$ cat src/clk_ctrl_pkg.sv
// Constants and carrier types for the system clock control block.
// Assumes a single clock domain and an I/O register port from the CPU core.
//
// Overview of operation
// - Enable bit divides all synchronous clock domains.
// - Divided rate is source over 129 minus select.
// - Enabling write captures simultaneous select value.
// - Disabling write drops select; change only disabled.
// - Enable bit writable any time at run time.
// - Registers at I/O address, data address plus 0x20.
// - Reset loads trim from calibration high byte.
// - Trim raises oscillator frequency monotonically.
// - Idle stops only CPU and flash clocks.
// - ADC noise mode stops I/O; limited wake sources.
// - Deep modes stop synchronous clocks; keep per mode.
// - Mode codes 000,001,010,011,110,111 select modes.
// - Deep wake only low lines, high-line levels or TWI match; power-save and extended standby also wake on timer0 with async select.
// - Async clock and timer wake need async select; idle and ADC noise mode enable both regardless.
// - Standby modes need crystal or resonator source.
package clk_ctrl_pkg;
    // =====================================================
    // Register map
    localparam logic [6:0] IO_DATA_OFFSET   = 7'h20;
    localparam logic [5:0] ADDR_RC_TRIM     = 6'h31;
    localparam logic [5:0] ADDR_DIVIDER     = 6'h3C;
    localparam int         DIV_ENABLE_BIT   = 7;
    localparam logic [7:0] DIVIDER_RESET    = 8'h00;
    localparam logic [7:0] RC_TRIM_RESET    = 8'h00;
    localparam logic [7:0] DIV_BASE         = 8'h81;

    // =====================================================
    // Sleep modes
    localparam logic [2:0] SM_IDLE          = 3'h0;
    localparam logic [2:0] SM_ADC_NR        = 3'h1;
    localparam logic [2:0] SM_POWER_DOWN    = 3'h2;
    localparam logic [2:0] SM_POWER_SAVE    = 3'h3;
    localparam logic [2:0] SM_STANDBY       = 3'h6;
    localparam logic [2:0] SM_EXT_STANDBY   = 3'h7;

    typedef struct packed {
        logic cpu;
        logic flash;
        logic io;
        logic adc;
        logic asy;
        logic main_osc;
        logic timer_osc;
    } clk_enables_t;

    typedef struct packed {
        logic ext_irq_low_lines;
        logic ext_irq_high_level;
        logic ext_irq_high_edge;
        logic twi_match;
        logic timer0;
        logic store_program_memory;
        logic adc;
        logic other_io;
    } wake_sources_t;

    // Decodes the gating table for one sleep mode
    function automatic clk_enables_t mode_enables(input logic [2:0] sm,
                                                  input logic async0,
                                                  input logic crystal);
        clk_enables_t e;
        e = '{default: 1'b0};
        e.timer_osc = async0;
        unique case (sm)
            SM_IDLE: begin
                e.io = 1'b1; e.adc = 1'b1; e.asy = 1'b1; e.main_osc = 1'b1;
            end
            SM_ADC_NR: begin
                e.adc = 1'b1; e.asy = 1'b1; e.main_osc = 1'b1;
            end
            SM_POWER_SAVE: e.asy = async0;
            // Standby keeps only the main source, never the timer oscillator
            SM_STANDBY: begin
                e.main_osc = crystal; e.timer_osc = 1'b0;
            end
            SM_EXT_STANDBY: begin
                e.asy = async0; e.main_osc = crystal;
            end
            default: e.timer_osc = 1'b0;
        endcase
        return e;
    endfunction
endpackage : clk_ctrl_pkg

$ cat src/clk_ctrl.sv
// System clock control: prescaler, RC trim, sleep-mode clock gating.
// Assumes CPU I/O port strobes synchronous to mclk_i and a calibration
// byte input stable through the third clock after reset release.
module clk_ctrl
    import clk_ctrl_pkg::*;
(
    input  wire logic          mclk_i,
    input  wire logic          rst_n_i,
    input  wire logic [6:0]    addr_i,
    input  wire logic          data_space_i,
    input  wire logic          wr_i,
    input  wire logic          rd_i,
    input  wire logic [7:0]    wdata_i,
    input  wire logic [7:0]    cal_byte_i,
    input  wire logic          sleep_i,
    input  wire logic [2:0]    sleep_mode_select_i,
    input  wire logic          timer0_async_select_i,
    input  wire logic          crystal_source_i,
    output logic [7:0]         rdata_o,
    output logic [7:0]         rc_trim_value_o,
    output logic               sys_tick_o,
    output clk_enables_t       clk_en_o,
    output wake_sources_t      wake_en_o
);
    typedef struct packed {
        logic          cal_loaded;
        logic          divide_enable;
        logic [6:0]    divide_select;
        logic [7:0]    rc_trim;
        logic [7:0]    rdata;
        logic          asleep;
        logic [2:0]    mode_latched;
        clk_enables_t  clk_en;
        wake_sources_t wake_en;
        logic          tick_q;
    } ctrl_state_t;

    ctrl_state_t s, next_s;
    logic [1:0]  rst_sync;
    logic        rst_n;
    logic        tick;
    logic        hit_div;
    logic        hit_trim;
    logic [7:0]  factor;

    assign rst_n = rst_sync[1];

    // =====================================================
    // Address decode
    function automatic logic io_hit(input logic [6:0] a, input logic ds,
                                    input logic [5:0] off);
        return ds ? (a == ({1'b0, off} + IO_DATA_OFFSET))
                  : (a == {1'b0, off});
    endfunction

    assign hit_div  = io_hit(addr_i, data_space_i, ADDR_DIVIDER);
    assign hit_trim = io_hit(addr_i, data_space_i, ADDR_RC_TRIM);

    // =====================================================
    // Divider
    // Factor 129 - d; 129 when d is zero, 2 at the top code
    assign factor = DIV_BASE - {1'b0, s.divide_select};

    clk_div_counter u_div (
        .mclk_i   (mclk_i),
        .rst_n    (rst_n),
        .enable_i (s.divide_enable),
        .factor_i (factor),
        .tick_o   (tick)
    );

    // =====================================================
    // Next state
    always_comb begin
        clk_enables_t e;
        e = mode_enables(s.mode_latched, timer0_async_select_i, crystal_source_i);
        next_s = s;
        next_s.tick_q = tick;
        // Trim load done once, after reset release, from a stable input
        if (!s.cal_loaded) begin
            next_s.rc_trim    = cal_byte_i;
            next_s.cal_loaded = 1'b1;
        end
        if (wr_i && hit_div) begin
            next_s.divide_enable = wdata_i[DIV_ENABLE_BIT];
            if (wdata_i[DIV_ENABLE_BIT] && !s.divide_enable) begin
                next_s.divide_select = wdata_i[6:0];
            end
            // An enabling write while already enabled leaves the old select in place
            if (wdata_i[DIV_ENABLE_BIT] && s.divide_enable) begin
                next_s.divide_select = s.divide_select;
            end
        end
        if (wr_i && hit_trim && s.cal_loaded) begin
            next_s.rc_trim = wdata_i;
        end
        if (rd_i) begin
            if (hit_div) begin
                next_s.rdata = {s.divide_enable, s.divide_select};
            end else if (hit_trim) begin
                next_s.rdata = s.rc_trim;
            end else begin
                next_s.rdata = 8'h00;
            end
        end
        // Sleep state and mode latch only on a divided-clock boundary
        if (tick) begin
            next_s.asleep       = sleep_i;
            next_s.mode_latched = sleep_mode_select_i;
        end
        if (s.asleep) begin
            next_s.clk_en = e;
            next_s.wake_en.ext_irq_low_lines    = 1'b1;
            next_s.wake_en.ext_irq_high_level   = 1'b1;
            next_s.wake_en.ext_irq_high_edge    = (s.mode_latched == SM_IDLE);
            next_s.wake_en.twi_match            = 1'b1;
            next_s.wake_en.timer0               = (s.mode_latched == SM_IDLE)
                                                  || (s.mode_latched == SM_ADC_NR)
                                                  || e.asy;
            next_s.wake_en.store_program_memory = (s.mode_latched == SM_IDLE)
                                                  || (s.mode_latched == SM_ADC_NR);
            next_s.wake_en.adc                  = next_s.wake_en.store_program_memory;
            next_s.wake_en.other_io             = (s.mode_latched == SM_IDLE);
        end else begin
            next_s.clk_en  = '{cpu: 1'b1, flash: 1'b1, io: 1'b1, adc: 1'b1,
                               asy: 1'b1, main_osc: 1'b1,
                               timer_osc: timer0_async_select_i};
            next_s.wake_en = '{default: 1'b0};
        end
    end

    // =====================================================
    // State register
    // Only the synchroniser sees the raw reset; the rest uses its output
    always_ff @(posedge mclk_i or negedge rst_n_i) begin
        if (!rst_n_i) begin
            rst_sync <= 2'b00;
        end else begin
            rst_sync <= {rst_sync[0], 1'b1};
        end
    end

    always_ff @(posedge mclk_i or negedge rst_n) begin
        if (!rst_n) begin
            s.cal_loaded    <= 1'b0;
            s.divide_enable <= DIVIDER_RESET[DIV_ENABLE_BIT];
            s.divide_select <= DIVIDER_RESET[6:0];
            s.rc_trim       <= RC_TRIM_RESET;
            s.rdata         <= 8'h00;
            s.asleep        <= 1'b0;
            s.mode_latched  <= SM_IDLE;
            s.clk_en        <= '{cpu: 1'b1, flash: 1'b1, io: 1'b1, adc: 1'b1,
                                 asy: 1'b1, main_osc: 1'b1, timer_osc: 1'b0};
            s.wake_en       <= '{default: 1'b0};
            s.tick_q        <= 1'b1;
        end else begin
            s.cal_loaded    <= next_s.cal_loaded;
            s.divide_enable <= next_s.divide_enable;
            s.divide_select <= next_s.divide_select;
            s.rc_trim       <= next_s.rc_trim;
            s.rdata         <= next_s.rdata;
            s.asleep        <= next_s.asleep;
            s.mode_latched  <= next_s.mode_latched;
            s.clk_en        <= next_s.clk_en;
            s.wake_en       <= next_s.wake_en;
            s.tick_q        <= next_s.tick_q;
        end
    end

    assign rdata_o         = s.rdata;
    assign rc_trim_value_o = s.rc_trim;
    assign sys_tick_o      = s.tick_q;
    assign clk_en_o        = s.clk_en;
    assign wake_en_o       = s.wake_en;

    // =====================================================
    // Checks
    chk_div_capture: assert property (@(posedge mclk_i) disable iff (!rst_n)
        (wr_i && hit_div && wdata_i[7] && !s.divide_enable)
        |=> (s.divide_select == $past(wdata_i[6:0]) && s.divide_enable))
        else $error("select not captured on enable");

    chk_div_reject: assert property (@(posedge mclk_i) disable iff (!rst_n)
        (wr_i && hit_div && !wdata_i[7]) |=> $stable(s.divide_select))
        else $error("select changed on disabling write");

    chk_div_clear: assert property (@(posedge mclk_i) disable iff (!rst_n)
        (wr_i && hit_div) |=> (s.divide_enable == $past(wdata_i[7])))
        else $error("enable bit not written");

    chk_no_div_tick: assert property (@(posedge mclk_i) disable iff (!rst_n)
        (!s.divide_enable && !$past(s.divide_enable)) |-> ##1 tick)
        else $error("undivided clock missing tick");

    chk_div_period: assert property (@(posedge mclk_i) disable iff (!rst_n)
        (s.divide_enable && s.divide_select == 7'h7F && tick && $stable(s.divide_enable))
        |=> !tick ##1 tick)
        else $error("divide by two period wrong");

    chk_trim_write: assert property (@(posedge mclk_i) disable iff (!rst_n)
        (wr_i && hit_trim && s.cal_loaded) |=> (rc_trim_value_o == $past(wdata_i)))
        else $error("trim write lost");

    chk_cal_load: assert property (@(posedge mclk_i) disable iff (!rst_n)
        !s.cal_loaded |=> (s.cal_loaded && rc_trim_value_o == $past(cal_byte_i)))
        else $error("calibration not loaded");

    chk_idle_gate: assert property (@(posedge mclk_i) disable iff (!rst_n)
        (s.asleep && s.mode_latched == SM_IDLE)
        |=> (!clk_en_o.cpu && !clk_en_o.flash && clk_en_o.io && clk_en_o.adc))
        else $error("idle gating wrong");

    chk_adc_gate: assert property (@(posedge mclk_i) disable iff (!rst_n)
        (s.asleep && s.mode_latched == SM_ADC_NR)
        |=> (!clk_en_o.io && clk_en_o.adc && !wake_en_o.other_io))
        else $error("adc noise gating wrong");

    chk_deep_gate: assert property (@(posedge mclk_i) disable iff (!rst_n)
        (s.asleep && s.mode_latched == SM_POWER_DOWN)
        |=> (!clk_en_o.adc && !clk_en_o.main_osc && !clk_en_o.asy))
        else $error("power-down gating wrong");

    chk_sync_gate: assert property (@(posedge mclk_i) disable iff (!rst_n)
        !tick |=> $stable(s.asleep))
        else $error("sleep entered off boundary");
endmodule // clk_ctrl

$ cat src/clk_div_counter.sv
// Glitch-free clock divider producing a one-cycle enable tick.
// Assumes the source clock as its clock; divide factor held stable by caller.
module clk_div_counter
    import clk_ctrl_pkg::*;
(
    input  wire logic       mclk_i,
    input  wire logic       rst_n,
    input  wire logic       enable_i,
    input  wire logic [7:0] factor_i,
    output logic            tick_o
);
    typedef struct packed {
        logic [7:0] count;
        logic       tick;
    } div_state_t;

    div_state_t s, next_s;

    // =====================================================
    // Counter
    // A new factor takes effect at once; a count already past it ends the period next cycle
    always_comb begin
        next_s = s;
        if (!enable_i) begin
            next_s.tick  = 1'b1;
            next_s.count = 8'h00;
        end else if (s.count >= factor_i - 8'h01) begin
            next_s.tick  = 1'b1;
            next_s.count = 8'h00;
        end else begin
            next_s.tick  = 1'b0;
            next_s.count = s.count + 8'h01;
        end
    end

    always_ff @(posedge mclk_i or negedge rst_n) begin
        if (!rst_n) begin
            s <= '{count: 8'h00, tick: 1'b1};
        end else begin
            s <= next_s;
        end
    end

    assign tick_o = s.tick;
endmodule // clk_div_counter

$ cat config.mk
export PLATFORM = sky130hd
export DESIGN_NAME = clk_ctrl
export DESIGN_NICKNAME = d
export VERILOG_FILES = /design/src/clk_ctrl_pkg.sv /design/src/clk_ctrl.sv /design/src/clk_div_counter.sv
export SDC_FILE = /design/constraint.sdc
export NUM_CORES = 1
export LEC_CHECK = 0
export BUFFER_PORTS_ARGS = -buffer_cell sky130_fd_sc_hd__buf_2
export CORE_MARGIN = 8
export CORE_UTILIZATION = 30
export CTS_BUF_LIST = sky130_fd_sc_hd__clkbuf_16
export CTS_CLUSTER_SIZE = 24
export DETAILED_ROUTE_END_ITERATION = 10
export HOLD_SLACK_MARGIN = 0.12
export PLACE_DENSITY = 0.54
export RECOVER_POWER = 50
export SYNTH_ARGS = -nofsm -noshare
export SYNTH_HDL_FRONTEND = slang
export SYNTH_SLANG_ARGS = --single-unit
export TNS_END_PERCENT = 1
$ cat constraint.sdc
create_clock -name mclk_i -period 3.2 [get_ports mclk_i]
set_input_delay 0.32 -clock mclk_i [delete_from_list [all_inputs] [get_ports mclk_i]]
set_output_delay 0.32 -clock mclk_i [all_outputs]
set_load 0.02 [all_outputs]
; ---- After elaboration in Yosys (flattened, before gate mapping)
; Cells that the tools add are included.
[totals]
input_bits = 34
register_bits = 56
output_inout_bits = 32
word_cells = 68
[classes]
n_mux = 14
n_lt_le_gt_ge = 1
n_reduce_logical = 14
add_sub_neg = 3
n_eq_ne = 9
bitwise = 1
[ops]
columns = op, count
row1 = $mux 8, 4
row2 = $mux 9, 2
row3 = $mux 15, 1
row4 = $eq 7x6->1 const B, 2
row5 = $eq 7x7->1 const B, 2
row6 = $add 8x1->8 const B, 1
row7 = $ge 8x8->1, 1
row8 = $sub 8x1->8 const B, 1
row9 = $sub 8x7->8 const A, 1
row10 = $eq 3x3->1 const B, 2
row11 = $reduce_or 2->1, 3
row12 = $logic_and 1x1->1, 5
row13 = $mux 1, 5
row14 = $pmux 1 s2, 2
row15 = $reduce_or 4->1, 1
row16 = $eq 3x1->1 const B, 1
row17 = $eq 3x2->1 const B, 1
row18 = $logic_not 3->1, 1
row19 = $reduce_and 3->1, 1
row20 = $logic_or 1x1->1, 2
row21 = $ne 2x1->1 const B, 1
row22 = $logic_not 1->1, 1
row23 = $not 1->1, 1

; ---- Logic depth before layout (Yosys ltp)
; Gate-level depths: netlist of run 1.
[depth]
word_depth = 5
mapped_depth = 10
ltp_nobuf = 9

; ---- Modules after synthesis
; From an unflattened synthesis of run 1, not the netlist that was laid out.
[hier_totals]
cells_unflattened = 270
area_unflattened_um2 = 2867.8
[by_module_without_submodules]
columns = mod, instances, seq_area_each_um2, cells_each, area_each_um2
row1 = clk_ctrl, 1, 1058.5, 196, 2165.8
row2 = clk_div_counter, 1, 226.5, 74, 701.9

; ---- Worst setup path after synthesis of run 1
; Ideal clock, no wire load.
[synth_timing]
path_kind = register to register
startpoint = register s[39] in the netlist's numbering
endpoint = register u_div.s[1] in the netlist's numbering
slack_ps = 1060
path_stages_with_launch = 7
required_time_ps = 3112
synth_period_minus_slack_ps = 2140
arrival_ps = 2052
path_buffers = 0
setup_time_ps = 88
path_cell_list = dfrtp_1 > nor2_1 > nand4b_1 > or3_1 > ha_1 > a211oi_1 > nor3b_1
[synth_lines]
columns = item, line_no
row1 = start: declaration, clk_ctrl.sv:38  ; ctrl_state_t s, next_s;
row2 = end signal: assignment, clk_div_counter.sv:38  ; s <= '{count: 8'h00, tick: 1'b1};
row3 = end signal: assignment, clk_div_counter.sv:40  ; s <= next_s;
row4 = end: declaration, clk_div_counter.sv:17  ; div_state_t s, next_s;

==> results of run 1 <==
[metal layers]
layer,GRT usage (%),vias up,wire length (um)
met5,0,-,0
met4,4.11,0,98
met3,2.30,8,327
met2,15.4,39,2580
met1,11.3,834,2420
li1,-,850,-
[what timing repair did]
item	in CTS	in global routing
hold buffers	1	0
hold endpoints to repair	2	0
gates resized for setup	0	0
[cells in the final DEF, fill, tap and decap left out, types with 8 or more instances in the layout]
cell,netlist,routed
ha_1,10,10
a21oi_1,12,12
buf_2,0,32
dfrtp_1,44,44
mux2i_1,8,8
nand2_1,11,11
a221o_1,8,8
mux2_2,11,11
nor2_1,17,17
clkbuf_1,3,33
nor2b_1,9,9
[final cells by class]
type	count	area, um2
sequential	51	1280
inverter	7	26.3
clock buffer	5	125
timing repair buffer	67	302
clock inverter	3	20.0
fill	886	5630
tap	108	135
multi-input combinational	137	1030
[worst min-delay path: stages]
cell and delay [ns]:
buf_2 0.08, nand2_1 0.04, o21ai_0 0.06
[cells by family after synthesis]
family | Yosys count | share of synthesized area, %
fa+ha+maj | 10 | 4.84
xor+xnor | 11 | 3.73
buf+inv | 42 | 10.6
other cells | 1 | 0.145
mux | 19 | 7.90
compound gates | 29 | 8.29
flops | 51 | 49.8
simple gates | 66 | 14.7
[report_power, final]
| part | switching (uW) | internal (uW) |
|---|---|---|
| Combinational | 122 | 83.0 |
| Clock | 234 | 289 |
| Sequential | 44.8 | 690 |
[flip-flops by register name (all words and copies together), names as in the netlist]
name	flops
rst_sync	2
wake_en_o	4
s	13
u_div.s	8
sys_tick_o	1
rc_trim_value_o	8
rdata_o	8
clk_en_o	6
u_div.tick_o	1
[stage by stage]
step	instance area, um2	power (uW)
6_report	2920	1460
5_1_grt	2920	1540
4_1_cts	2960	1490
3_5_place_dp	2810	963
3_3_place_gp	2810	958
2_1_floorplan	2590	915
[worst paths after layout]
kind / to / slack [ns] / cells after the start
worst max-delay path: u_div.s[6] / 0.99 / 6
worst min-delay path: s[19] / 0.25 / 3
worst max register to register: u_div.s[6] / 0.99 / 6
worst min register to register: rst_sync[1] / 0.35 / 0
max in group asynchronous: rdata_o[3] / 1.27 / 0
min in group asynchronous: rst_sync[1] / 0.34 / 2
==> reports/results.tsv, run 1 <==
metric	value	unit
synthTopCellsByCount	dfrtp_1 (44), buf_4 (31), nor2_1 (17)	
required	3.39	ns
peakVddDrop	0.192	mV
drive_gt1_share	24.1	%
finalSetupViolations	0	
core_region_area	8550	um2
post_cts_buffers	0	
final_cell_count_no_fill	378	
drt_iter0_drc	61	
track_usage	9.32	%
syn_avg_cell_area	11.3	um2
hold_viol	0	
io_pins	66	
yosysTopAreaCell	dfrtp_1	
worstSetupStartpoint	s[38]	
ys_types	41	
end_kind	flop	
timing.rr.start	s[38]	
wl_per_cell	14.3	um
clk_pin_slew	0.07	ns
die_area	11800	um2
rsz0062_at_grt	no	
whs	0.247	ns
hold_class	input pin to flop	
synth_edf_count	0	
synth_area_leaders	dfrtp_1 (43%), buf_4 (9.0%), dfstp_2 (7.1%)	
grt_max_degree	50	
fin_skew	0.00374	ns
cts_sinks	51	
synth_warnings	0	
status	finished, violations left	
critical_path.top_delay_family	compound AO/OA/AOI/OAI gates	
slowest_delay	0.45	ns
start_util	30.2	%
min_period	2.21	ns
antenna_found_initial	0	
power_density	500	nW/um2
drt-vias-per-instance	4.58	
crit_buf_inv	0	
die_w	109	um
min_from	sleep_i	
postLayoutSetupSlackWorst	0.988	ns
placedCellCount	369	
numCtsBuffers	5	
ant_nets	0	
post-route-period-util	69.1	%
cp-start-kind	flop	
cts_tree	done	
grt_overflow_total	0	
port_buffers	65	
p_leak	0.00136	uW
route.vias.total	1731	
die_h	109	um
slowest_stage	o41a_1	
critical_path_peak_fanout	9	
ys_seq_area_share	49.8	%
place_congestion	0.802	
crit_arrival	2.40	ns
rows	34	
async_flop_share	100	%
tns	0	ns
pre_cts_ws	1.01	ns
synth_ff_type	dfrtp_1	
grt_pass1_vias	1834	
dr.pass1.iters	4	
final_core_util	34.2	%
relSlewSlack	-27.5	%
maxCapViolCount	1	
ys_ff_latch	51	
worst_pin_slew	1.91	ns
syn2layout_area_growth	13.1	%
clockBufferDepth	2	
worstSkewPairLatency	0.29	ns
fmax	0.452	GHz
drcViolationCount	0	
worstPathCellList	nor3_1, xor2_1, ha_1, a22o_1, o41a_1, nor3b_1	
grt_pass1_wl	8820	um
synth.most_common_cell	dfrtp_1	
dp_hpwl	4110	um
wirelength	5420	um
worst-setup-path-type	flop to flop	
ctsRootBufferMaster	clkbuf_16	
synth_area	2580	um2
htree_levels	2	
slew_violations	50	
netlist_instances	229	
synth.top_cell.area_share	42.6	%
violations	capacitance limit, slew limit	
fin_nets	313	
antenna_cells	0	
(Power assumes the default switching activity.)
==> run 2: changes to the inputs <==
==> constraint.sdc (replaced) <==
create_clock -name mclk_i -period 2.21 [get_ports mclk_i]
set_input_delay 0.221 -clock mclk_i [delete_from_list [all_inputs] [get_ports mclk_i]]
set_output_delay 0.221 -clock mclk_i [all_outputs]
set_load 0.02 [all_outputs]
==> run 2 against run 1 <==
Compared with the run above:
- the run now ends clean
- first-iteration DRC count grew 18%
- worst hold slack lost 0.10 ns
- cell area grew 4.8%
- clock power grew 54%
- cell count grew 1.6%
- via count grew 1.8%
- sequential power grew 43%
- sequential share of layout area shrank 1.9 points
- critical path depth grew 3
- die area is the same
- global-route usage grew 0.19 points
- combinational power grew 68%
- critical path type unchanged
==> reports/results.tsv, run 2 (synthesis results as in run 1) <==
metric	value	unit	change
fin_nets	319		was 313
drive_gt1_share	40.2	%	was 24.1%
regMostFlops	s		unchanged
worstSkewPairLatency	0.29	ns	about the same
finalSetupViolations	0		unchanged
start_util	30.2	%	unchanged
worst_pin_slew	0.886	ns	was 1.91 ns
crit_path_frequent_cell	inv_1		
power_density	719	nW/um2	was 500 nW/um2
rr_worst_depth	9		was 6
slowest_delay	0.41	ns	was 0.45 ns
maxCapViolCount	0		was 1
hold_class	input pin to flop		unchanged
antenna_found_initial	0		unchanged
nFillCells	858		was 886
cts_sinks	51		unchanged
syn2layout_area_growth	18.5	%	was 13.1%
cts_tree	done		unchanged
wl_met3	274	um	was 327 um
largest_reg_flops	13		unchanged
wirelength	5580	um	was 5420 um
antenna_cells	0		unchanged
drt-vias-per-instance	4.59		was 4.58
r2r_setup_slack	0.08	ns	was 0.99 ns
core_region_area	8550	um2	unchanged
dp_hpwl	4170	um	was 4110 um
io_pins	66		unchanged
drt-met1-wl	2430	um	was 2420 um
ant_nets	0		unchanged
die_h	109	um	unchanged
drt_iter0_drc	72		was 61
status	finished, final reports clean		was finished, violations left
place_congestion	0.767		was 0.802
hold_viol	0		unchanged
rows	34		unchanged
fin_skew	0.00426	ns	was 0.00374 ns
peakVddDrop	0.284	mV	was 0.192 mV
grt_pass1_wl	8860	um	was 8820 um
drcViolationCount	0		unchanged
clk_pin_slew	0.07	ns	about the same
post-route-period-util	96.2	%	was 69.1%
slowest_stage	dfrtp_1		was o41a_1
port_buffers	65		unchanged
ctsRootBufferMaster	clkbuf_16		unchanged
highest_layer	met4		unchanged
final_cell_mix	buf_2 (61), dfrtp_1 (41), nor2_1 (16)		was dfrtp_1 (44), clkbuf_1 (33), buf_2 (32), nor2_1 (17), a21oi_1 (12)
grt_overflow_total	0		unchanged
numCtsBuffers	5		unchanged
hold_depth	3		unchanged
final_common_cell	buf_2		was dfrtp_1
wl_per_cell	14.5	um	was 14.3 um
final_cell_count_no_fill	384		was 378
route.vias.total	1762		was 1731
end_kind	flop		unchanged
wl_met2	2730	um	was 2580 um
final_core_util	35.8	%	was 34.2%
worst-setup-path-type	flop to flop		unchanged
crit_arrival	2.34	ns	was 2.40 ns
cp-start-kind	flop		unchanged
relSlewSlack	40.5	%	was -27.5%
min_period	2.13	ns	was 2.21 ns
track_usage	9.51	%	was 9.32%
htree_levels	2		unchanged
die_area	11800	um2	unchanged
slew_violations	0		was 50
die_w	109	um	unchanged
placedCellCount	371		was 369
grt_pass1_vias	1813		was 1834
worstPathCellList	inv_1, ha_4, inv_1, ha_1, o211ai_1, a21oi_1, o41a_1, buf_4, nor3b_2		was nor3_1, xor2_1, ha_1, a22o_1, o41a_1, nor3b_1
fmax	0.470	GHz	was 0.452 GHz
dr.pass1.iters	4		unchanged
required	2.43	ns	was 3.39 ns
p_leak	0.00149	uW	was 0.00136 uW
critical_path_peak_fanout	5		was 9
clockBufferDepth	2		unchanged
grt_max_degree	34		was 50
[run 2: changes by cell type in the layout (fill, tap and decap cells not counted), moves of 3 or more]
cell	previous run	this run
buf_4	1	5
nor3b_1	4	0
buf_2	32	61
dfrtp_1	44	41
dfrtp_2	0	3
clkbuf_1	33	4
nor3b_2	1	5
[run 2: where the power goes]
part	internal, uW	leakage [uW]	switching [uW]
logic	145	0.000779	199
clock network	432	0.0000759	371
registers	999	0.000636	52.1
total	1580	0.00149	622
[run 2: layout make-up]
cell class	instances	area, um2	share of cell area (%)
Timing Repair Buffer	72	373	12.2
Tap cell	108	135	4.42
Sequential cell	51	1290	42.1
Multi-Input combinational cell	138	1080	35.4
Clock inverter	3	28.8	0.941
Inverter	7	26.3	0.859
Clock buffer	5	125	4.09
[run 2: final timing paths]
kind / startpoint / to
min in group asynchronous: rst_n_i / rst_sync[0]
max: s[37] / u_div.s[8]
min reg2reg: rst_sync[1] / s[17]
min: sleep_i / s[19]
max in group asynchronous: rst_sync[1] / s[36]
max reg2reg: s[37] / u_div.s[8]
[run 2: layer usage]
layer,global-route usage [%],vias up
li1,-,869
met1,11.6,842
met2,15.6,41
met3,2.13,10
met4,4.79,0
met5,0,-
[run 2: worst max-delay path: cells and delay by family (launching register included)]
family                     cells  cell delay, ns
and+or+nand+nor                1            0.17
buffers and inverters          3            0.31
adders and majority gates      2            0.52
DFF                            1            0.41
AOI/OAI and AO/OA              3            0.64
[run 2: metrics by stage]
step | worst slack, ns | power (uW) | area [um2] | setup TNS (ns) | hold slack [ns]
2_1_floorplan | 0.0703 | 1330 | 2590 | 0 | -0.0746
3_3_place_gp | 0.0694 | 1390 | 2840 | 0 | 0.00871
3_5_place_dp | 0.0343 | 1400 | 2840 | 0 | 0.0123
4_1_cts | 0.00121 | 2220 | 3020 | 0 | 0.135
5_1_grt | -0.0237 | 2320 | 3060 | -0.0346 | 0.161
6_report | 0.0845 | 2200 | 3060 | 0 | 0.143
[run 2: repair_timing]
| action | in CTS | in global routing |
|---|---|---|
| setup endpoints to repair | 3 | 9 |
| resized for setup | 2 | 10 |
| hold buffers | 1 | 0 |
| gates cloned | 1 | 0 |
| hold endpoints to repair | 2 | 0 |
| pin swaps | 1 | 2 |
| buffers inserted | 0 | 3 |
